==> config.mk <==
export PLATFORM = sky130hd
export DESIGN_NAME = skcd_decoder
export DESIGN_NICKNAME = d
export VERILOG_FILES = /design/src/rtl/skcd_pkg.sv /design/src/rtl/skcd_debounce.sv /design/src/rtl/skcd_decoder.sv
export SDC_FILE = /design/constraint.sdc
export NUM_CORES = 1
export LEC_CHECK = 0
export ABC_AREA = 1
export BUFFER_PORTS_ARGS = -buffer_cell sky130_fd_sc_hd__buf_2
export CAP_MARGIN = 20
export CORE_AREA = 2 2 142 117
export CTS_CLUSTER_DIAMETER = 80
export DETAILED_ROUTE_END_ITERATION = 12
export DIE_AREA = 0 0 144 119
export GPL_TIMING_DRIVEN = 0
export HOLD_SLACK_MARGIN = 0.15
export PLACE_DENSITY = 0.76
export SYNTH_ARGS = -nofsm -noshare
export SYNTH_HDL_FRONTEND = slang
export SYNTH_HIERARCHICAL = 1
export SYNTH_SLANG_ARGS = --single-unit
==> constraint.sdc <==
create_clock -name mclk_i -period 2.1 [get_ports mclk_i]
set_input_delay 0.105 -clock mclk_i [delete_from_list [all_inputs] [get_ports mclk_i]]
set_output_delay 0.105 -clock mclk_i [all_outputs]
set_load 0.05 [all_outputs]
==> src/rtl/skcd_pkg.sv <==
// Shared constants for the station keypad command decoder
package skcd_pkg;
    localparam int unsigned CLK_HZ = 25_000_000;
    localparam int unsigned CYC_PER_MS = CLK_HZ / 1000;
    // Key bit positions
    localparam int unsigned NKEYS = 6;
    localparam int unsigned K_SETUP = 0;
    localparam int unsigned K_CLAMP = 1;
    localparam int unsigned K_STROKE = 2;
    localparam int unsigned K_RAISE = 3;
    localparam int unsigned K_ILEFT = 4;
    localparam int unsigned K_IRIGHT = 5;
    // Times in milliseconds
    localparam int unsigned HOLD_MS = 3000;
    localparam int unsigned DEB_MS = 10;
    localparam int unsigned WIN_MS = 40;
    // Derived cycle counts (least times, exact multiples here)
    localparam int unsigned HOLD_CYC = HOLD_MS * CYC_PER_MS;
    localparam int unsigned DEB_CYC = DEB_MS * CYC_PER_MS;
    localparam int unsigned WIN_CYC = WIN_MS * CYC_PER_MS;
    // Reset values
    localparam logic RST_SETUP = 1'b0;
    localparam logic RST_CLAMP = 1'b0;
    localparam logic RST_HALF = 1'b0;
    typedef enum logic [1:0] {
        ST_IDLE,
        ST_COLLECT,
        ST_HOLD,
        ST_RELEASE
    } skcd_state_t;
endpackage

==> src/rtl/skcd_debounce.sv <==
// Key synchroniser and debouncer for the keypad
`timescale 1ns/1ps
module skcd_debounce #(
    parameter int unsigned N = 6,
    parameter int unsigned DEB_CYC = 250000
) (
    input wire logic mclk_i,
    input wire logic rst_n_i,
    input wire logic [N-1:0] key_raw_i,
    output logic [N-1:0] key_db_o
);
    localparam int unsigned CW = $clog2(DEB_CYC + 1);
    localparam logic [CW-1:0] DEB_LAST = CW'(DEB_CYC - 1);

    // Refused at elaboration: a one-cycle interval would not filter anything
    if (DEB_CYC < 2 || N < 1) begin : g_bad_param
        $error("skcd_debounce: bad parameters");
    end

    logic [N-1:0] sync1_q;
    logic [N-1:0] sync2_q;
    logic [N-1:0] stable_q;
    logic [CW-1:0] cnt_q [N];
    logic [N-1:0] differ;
    logic [N-1:0] settled;

    assign differ = sync2_q ^ stable_q;

    always_ff @(posedge mclk_i) begin
        if (!rst_n_i) begin
            sync1_q <= '0;
            sync2_q <= '0;
        end else begin
            sync1_q <= key_raw_i;
            sync2_q <= sync1_q;
        end
    end

    // Accept a new level only after it held unchanged for the whole interval
    for (genvar g = 0; g < N; g++) begin : g_key
        assign settled[g] = differ[g] && (cnt_q[g] == DEB_LAST);
        always_ff @(posedge mclk_i) begin
            if (!rst_n_i) begin
                cnt_q[g] <= '0;
                stable_q[g] <= 1'b0;
            end else if (!differ[g] || settled[g]) begin
                cnt_q[g] <= '0;
                stable_q[g] <= settled[g] ? sync2_q[g] : stable_q[g];
            end else begin
                cnt_q[g] <= cnt_q[g] + CW'(1);
            end
        end

    end

    assign key_db_o = stable_q;
endmodule

==> src/rtl/skcd_decoder.sv <==
// Station keypad command decoder, top level
`timescale 1ns/1ps
module skcd_decoder #(
    parameter int unsigned HOLD_CYC = skcd_pkg::HOLD_CYC,
    parameter int unsigned DEB_CYC = skcd_pkg::DEB_CYC,
    parameter int unsigned WIN_CYC = skcd_pkg::WIN_CYC
) (
    input wire logic mclk_i,
    input wire logic rst_n_i,
    input wire logic setup_mode_key_i,
    input wire logic clamp_key_i,
    input wire logic stroke_key_i,
    input wire logic raise_key_i,
    input wire logic index_left_key_i,
    input wire logic index_right_key_i,
    input wire logic setup_exit_i,
    input wire logic carriage_front_i,
    input wire logic stations_raised_i,
    output logic setup_mode_o,
    output logic clamp_locked_o,
    output logic half_index_o,
    output logic stroke_fwd_o,
    output logic stroke_back_o,
    output logic stations_lower_o,
    output logic stations_raise_o,
    output logic print_cycle_o,
    output logic index_left_o,
    output logic index_right_o,
    output logic half_enter_o,
    output logic half_return_o
);
    localparam int unsigned NK = skcd_pkg::NKEYS;
    localparam int unsigned TW = $clog2(HOLD_CYC + 1);
    localparam logic [TW-1:0] WIN_LAST = TW'(WIN_CYC - 1);
    localparam logic [TW-1:0] HOLD_LAST = TW'(HOLD_CYC - 1);
    localparam int unsigned NC = 9;

    // Refused at elaboration: the hold timer must outlast the window
    if (WIN_CYC < 2 || HOLD_CYC <= WIN_CYC || DEB_CYC < 2) begin : g_bad_param
        $error("skcd_decoder: timing parameters out of range");
    end

    function automatic logic [NK-1:0] key_set(input int unsigned a, input int unsigned b);
        logic [NK-1:0] m;
        m = '0;
        m[a] = 1'b1;
        m[b] = 1'b1;
        return m;
    endfunction

    logic [NK-1:0] keys_raw;
    logic [NK-1:0] keys_db;
    skcd_pkg::skcd_state_t state_q, state_d;
    logic [TW-1:0] tmr_q, tmr_d;
    logic [NK-1:0] seen_q, seen_d;
    logic setup_q, setup_d;
    logic clamp_q, clamp_d;
    logic half_q, half_d;
    logic [NC-1:0] cmd_q, cmd_d;

    assign keys_raw = {index_right_key_i, index_left_key_i, raise_key_i, stroke_key_i, clamp_key_i, setup_mode_key_i};

    skcd_debounce #(
        .N(NK),
        .DEB_CYC(DEB_CYC)
    ) u_deb (
        .mclk_i(mclk_i),
        .rst_n_i(rst_n_i),
        .key_raw_i(keys_raw),
        .key_db_o(keys_db)
    );

    // Pressed set: every key seen during the window, exact match only
    wire [NK-1:0] pressed = seen_q | keys_db;
    wire win_end = (state_q == skcd_pkg::ST_COLLECT) && (tmr_q == WIN_LAST);
    wire decide = win_end && setup_q;
    wire is_setup = pressed == key_set(skcd_pkg::K_SETUP, skcd_pkg::K_SETUP);
    wire is_clamp = pressed == key_set(skcd_pkg::K_CLAMP, skcd_pkg::K_CLAMP);
    wire is_stroke = pressed == key_set(skcd_pkg::K_STROKE, skcd_pkg::K_STROKE);
    wire is_raise = pressed == key_set(skcd_pkg::K_RAISE, skcd_pkg::K_RAISE);
    wire is_cycle = pressed == key_set(skcd_pkg::K_SETUP, skcd_pkg::K_STROKE);
    wire is_ileft = pressed == key_set(skcd_pkg::K_SETUP, skcd_pkg::K_ILEFT);
    wire is_iright = pressed == key_set(skcd_pkg::K_SETUP, skcd_pkg::K_IRIGHT);
    wire is_half = pressed == key_set(skcd_pkg::K_ILEFT, skcd_pkg::K_IRIGHT);
    wire do_clamp = decide && is_clamp;
    wire do_half = decide && is_half;
    wire hold_done = (state_q == skcd_pkg::ST_HOLD) && keys_db[skcd_pkg::K_SETUP] && (tmr_q == HOLD_LAST);
    wire any_cmd = |cmd_q;

    // Command pulse order: fwd, back, lower, raise, cycle, left, right, half in, half out
    always_comb begin
        cmd_d = '0;
        cmd_d[0] = decide && is_stroke && !carriage_front_i;
        cmd_d[1] = decide && is_stroke && carriage_front_i;
        cmd_d[2] = decide && is_raise && stations_raised_i;
        cmd_d[3] = decide && is_raise && !stations_raised_i;
        cmd_d[4] = decide && is_cycle;
        cmd_d[5] = decide && is_ileft;
        cmd_d[6] = decide && is_iright;
        cmd_d[7] = do_half && !half_q;
        cmd_d[8] = do_half && half_q;
    end

    // Setup entry wins over an exit request in the same cycle
    assign setup_d = hold_done ? 1'b1 : (setup_exit_i ? 1'b0 : setup_q);
    assign clamp_d = do_clamp ? !clamp_q : clamp_q;
    assign half_d = do_half ? !half_q : half_q;

    always_comb begin
        state_d = state_q;
        tmr_d = tmr_q;
        seen_d = seen_q;
        case (state_q)
            skcd_pkg::ST_IDLE: begin
                tmr_d = '0;
                seen_d = '0;
                if (|keys_db) begin
                    state_d = skcd_pkg::ST_COLLECT;
                    seen_d = keys_db;
                end
            end
            skcd_pkg::ST_COLLECT: begin
                tmr_d = tmr_q + TW'(1);
                seen_d = pressed;
                if (win_end) begin
                    // Timer keeps running so the hold counts from first press
                    state_d = is_setup ? skcd_pkg::ST_HOLD : skcd_pkg::ST_RELEASE;
                end
            end
            skcd_pkg::ST_HOLD: begin
                tmr_d = tmr_q + TW'(1);
                if (!keys_db[skcd_pkg::K_SETUP] || hold_done) begin
                    state_d = skcd_pkg::ST_RELEASE;
                end
            end
            skcd_pkg::ST_RELEASE: begin
                // Nothing more happens until every key is up
                if (keys_db == '0) begin
                    state_d = skcd_pkg::ST_IDLE;
                end
            end
            default: begin
                state_d = skcd_pkg::ST_IDLE;
            end
        endcase
    end

    always_ff @(posedge mclk_i) begin
        if (!rst_n_i) begin
            state_q <= skcd_pkg::ST_IDLE;
            tmr_q <= '0;
            seen_q <= '0;
            cmd_q <= '0;
        end else begin
            state_q <= state_d;
            tmr_q <= tmr_d;
            seen_q <= seen_d;
            cmd_q <= cmd_d;
        end
    end

    always_ff @(posedge mclk_i) begin
        if (!rst_n_i) begin
            setup_q <= skcd_pkg::RST_SETUP;
            clamp_q <= skcd_pkg::RST_CLAMP;
            half_q <= skcd_pkg::RST_HALF;
        end else begin
            setup_q <= setup_d;
            clamp_q <= clamp_d;
            half_q <= half_d;
        end
    end

    assign setup_mode_o = setup_q;
    assign clamp_locked_o = clamp_q;
    assign half_index_o = half_q;
    assign stroke_fwd_o = cmd_q[0];
    assign stroke_back_o = cmd_q[1];
    assign stations_lower_o = cmd_q[2];
    assign stations_raise_o = cmd_q[3];
    assign print_cycle_o = cmd_q[4];
    assign index_left_o = cmd_q[5];
    assign index_right_o = cmd_q[6];
    assign half_enter_o = cmd_q[7];
    assign half_return_o = cmd_q[8];
endmodule

* Word level (Yosys, flattened, before mapping)
Memories as Yosys holds them, arrays and structs flattened.
Index checks and enable logic that the tools add are counted.
** Word-level totals
- Bits in registers :: 65
- Memory bits (writable) :: 108
- Output and inout bits :: 12
- Word-level logic and storage cells :: 175
- Memories kept :: 1
** Memories
- u_deb.cnt_q :: words 6, bits a word 18, read ports 6, clocked after Yosys merged registers in 0, wr ports 6, line skcd_debounce.sv:23 : logic [CW-1:0] cnt_q [N];
** Operators by class
- Add/sub/neg operators :: 7
- Equal/unequal tests :: 23
- Mux-type cells :: 60
- Bitwise logic cells :: 14
- Reductions and logical operators :: 55
** Operators by type and width (number)
- $mux W18 :: 12
- $add A18 B1 Y18 const B :: 6
- $eq A18 B18 Y1 const B :: 6
- $pmux W27 S2 :: 1
- $mux W1 :: 40
- $add A27 B1 Y27 const B :: 1
- $eq A27 B20 Y1 const B :: 1
- $eq A27 B27 Y1 const B :: 1
- $logic_and A1 B1 Y1 :: 23
- $eq A6 B3 Y1 const B :: 2
- $eq A6 B6 Y1 const B :: 2
- $or A1 B1 Y1 :: 12
- $pmux W6 S2 :: 1
- $reduce_and A2 Y1 :: 6
- $logic_not A1 Y1 :: 11
- $mux W2 :: 4
- $pmux W2 S4 :: 1
- $logic_or A1 B1 Y1 :: 7
- $eq A6 B1 Y1 const B :: 1
- $eq A6 B2 Y1 const B :: 1
- $eq A6 B4 Y1 const B :: 1
- $eq A6 B5 Y1 const B :: 1
- $logic_not A6 Y1 :: 1
- $mux W6 :: 1
- other kinds (11) :: 16

* Depth between registers and ports, before layout
- Depth after elaboration :: 8
- Depth in mapped cells :: 13
- Mapped depth without buffers :: 13

* Modules after synthesis
Netlist, hierarchy kept.
** By module, submodules not included
- skcd_debounce :: instances 1, cells an instance 892, area an instance 7228.2 um^2
- skcd_decoder :: instances 1, cells an instance 381, area an instance 2486.1 um^2

* Worst setup path after synthesis
No wires, ideal clock.
- Path kind :: register to register
- From :: mem u_deb/cnt_q[5][0] in the netlist's numbering
- To :: mem u_deb/cnt_q[5][13] in the netlist's numbering (data pin)
- Library setup time :: 254 ps
- Data arrival time :: 1403 ps
- Required time :: 1846 ps
- Slack :: 442 ps
- Cell stages (with the launch flop) :: 9
- Buffers on the path :: 1
- Period minus slack after synthesis :: 1658 ps
- Path through :: edfxtp_1 ha_1 nand3_2 inv_2 nand2_1 nand3b_2 nand2_4 buf_12 nor2_2
** RTL lines (line)
- from (decl) :: skcd_debounce.sv:23

==> impl_results.md <==
- Most frequent cells in the layout: nand2_1, nor2_1, inv_1
- DRC errors left: 0
- Vias/cell: 4.95
- Critical path peak fanout: 10
- Met2 Track Usage GR: 0.368
- Initial DRC count: 563
- Worst r2r src: u_deb/cnt_q[5][0]
- Crit path kind: reg2reg
- Startpoint class of the critical path: register
- Top-area cell type share of the netlist area: 0.334
- Global-route wire length before repair: 33200 um
- Post-synthesis mux area share: 0
- Starting density of the core: 0.610
- Max_cap viols: 0
- CTS tree: yes
- Leakage: 4.49 nW
- Min-delay worst type: in2reg
- Post-route cell area: 11100 um2
- Synth area leader: edfxtp_1
- CP Capture Point: u_deb/cnt_q[5][11]
- Yosys cell types: 43
- Pwr per Cell Area: 675 nW/um2
- Final Core Density: 0.700
- Routability cong.: 0.873
- Clock Root Buffer: clkbuf_16
- Die area: 17100 um2
- Final ANT Viol Nets: 0
- # Post-CTS Setup Buffers: 0
- Placed insts: 1622
- Tot GR Track Use: 0.239
- RSZ-0062 raised after global routing: false
- Final HPWL DP: 14300 um
- Reg area: 4540 um2
- Largest net degree at the start of global routing: 17
- Tmin final: 1900 ps
- Data arrival, critical path: 2080 ps
- Fill count: 1359
- Worst-path clk slew: 60 ps
- Drt pass-1 iters: 7
- Clock Path Buffers: 2
- Peak VDD IR: 0.603 mV
- Clk sinks: 173
- Met1 Use GR: 0.348
- Area contributors post-synth: edfxtp_1, dfxtp_1, nand2_1, nor2_1, inv_1
- CTS Buf Count: 17
- Adder-cell area share of the yosys netlist: 0.0155
- Crit end category: register
- Fin. max-slew vios: 0
- Die W: 144 um
- Standard-cell rows: 42
- Crit-path slowest cell: edfxtp_1
- Area of the multi-input gates: 4890 um2
- CP max stage delay: 500 ps
- Core area: 15900 um2
- Worst path bufs/invs: 2
- Mean routed wirelength per cell: 11.7 um
- Final Setup Violations: 0
- Post-Syn Instances: 1273
- Initial antenna violation count: 0
- Input/output buffers: 22
- Critical Path Start: u_deb/cnt_q[5][0]
- Largest family of logic cells by synthesized area: simple AND/OR/NAND/NOR gates
- Mapped Area: 9710 um2
- Vias in the first global route: 7434
- Beginning of the worst hold path: rst_n_i
- Final non-filler cell total: 1662
- Area grow syn2layout: 14.7%
- Layout Skew: 8.74 ps
- Total number of H-tree levels: 4
- Vias post-DR: 8219
- R2R Path End: u_deb/cnt_q[5][11]
- Worst path cell trace: ha_1, nand3_2, inv_2, nand2_1, nand3b_2, nand2_4, buf_12, nor2_2
- Nets@finish: 1453
- I/O pins: 23
- Die height: 119 um
- WP depth: 8
- Mean Syn Cell Area: 7.63 um2
- F_max: 525 MHz
- Synth Area in Simple Gates: 0.340
- DP Area: 10500 um2
- Register area share after synthesis: 0.468
- WP data required: 2280 ps
- Post-Synth XOR/XNOR Area: 0.0352
- Reg2Reg Setup Slack: 200 ps
- Fraction of layout cells with a size suffix above 1: 0.0929
- Total grt overflow: 0
- Worst skew pair latency: 430 ps
- Fin crit share: 0.907
- Status: finished, final reports clean
- Total wire length: 19500 um
- #FFs+latches synth: 173
- N_diodes: 0
- Synth Area in Compound Gates: 0.0702
- Top delay family on crit path: simple AND/OR/NAND/NOR gates
- R2r worst-path depth: 8
- Commonest non-fill, non-tap cell in the layout: nand2_1
- Global-route layer with the greatest usage: met2
- Synthesis Warnings: 6
- Grt met3 use: 0.0454
- Final hold viol count: 0
-- cell usage after synthesis --
master / n
a211oi_1: 1
a21oi_1: 85
a21oi_2: 1
a31oi_1: 2
buf_12: 2
buf_2: 3
buf_4: 3
buf_6: 2
clkbuf_1: 1
clkbuf_2: 1
clkinv_1: 1
clkinv_2: 1
conb_1: 1
dfxtp_1: 65
edfxtp_1: 108
ha_1: 12
inv_1: 148
inv_2: 4
nand2_1: 307
nand2_2: 12
nand2_4: 3
nand3_1: 85
nand3_2: 5
nand3_4: 1
nand3b_1: 3
nand3b_2: 1
nand4_1: 27
nor2_1: 230
nor2_2: 33
nor2_4: 4
nor3_1: 16
nor3_2: 1
nor3_4: 1
nor3b_1: 1
nor3b_2: 1
nor4_1: 2
o21a_1: 1
o21ai_0: 39
o21ai_1: 5
or2_0: 8
or2_2: 7
xnor2_1: 9
xor2_1: 30
-- what timing repair did --
action / CTS / global route
resized for setup: 1 / 1
hold buffers: 9 / 0
hold endpoints to repair: 11 / 0
setup endpoints to repair: 6 / 1
-- cell families after synthesis --
family          count (synthesis)
buf+inv                       166
compound gates                134
xor+xnor                       39
flops                         173
fa+ha+maj                      12
other cells                     1
simple gates                  748
-- cell type report --
cell class / count / area share
clock buffers: 20 / 0.0392
clock inverters: 11 / 0.00910
repair buffers: 31 / 0.0180
flip-flops and latches: 173 / 0.408
well taps: 220 / 0.0247
plain buffers: 12 / 0.00977
multi-input cells: 1041 / 0.439
inverters: 154 / 0.0520
-- power by group --
| group | switching (mW) | internal [mW] |
|---|---|---|
| logic | 0.469 | 0.232 |
| registers | 0.136 | 3.73 |
| clock network | 1.23 | 1.72 |
| total | 1.83 | 5.68 |
-- worst reg2reg max path, stage by stage (launching register included) --
cell      delay [ps]
edfxtp_1         500
ha_1             260
nand3_2          140
inv_2            110
nand2_1           70
nand3b_2         230
nand2_4          150
buf_12           160
nor2_2            50
-- flip-flops by register name, summed over array words and instances (netlist names) --
signal	flops
u_deb/sync2_q	6
cmd_q	9
clamp_locked_o	1
setup_mode_o	1
seen_q	6
state_q	2
u_deb/key_db_o	6
u_deb/sync1_q	6
tmr_q	27
u_deb/cnt_q	108
half_index_o	1
-- stage by stage --
stage	hold WS, ps	power (mW)	worst slack (ps)	setup TNS (ps)
6_report	179	7.52	195	0
4_1_cts	173	7.57	145	0
2_1_floorplan	177	4.42	442	0
3_3_place_gp	278	4.59	-60.0	-139
3_5_place_dp	280	4.60	-66.2	-189
5_1_grt	202	7.85	78.1	0
-- worst min-delay path by stage --
stage	to	slack, ps	cells after the start
global placement	cmd_q[0]	280	2
finish	u_deb/sync2_q[5]	180	4
CTS	u_deb/sync2_q[5]	170	4
global route	u_deb/sync1_q[5]	200	4
detailed placement	cmd_q[0]	280	2
floorplan	cmd_q[3]	180	1
-- routing by layer --
metal	vias to the layer above	wire (um)
li1	4326	-
met5	-	0
met2	183	8550
met1	3687	9790
met3	23	898
met4	0	258
Power figures use the tool's default switching activity.
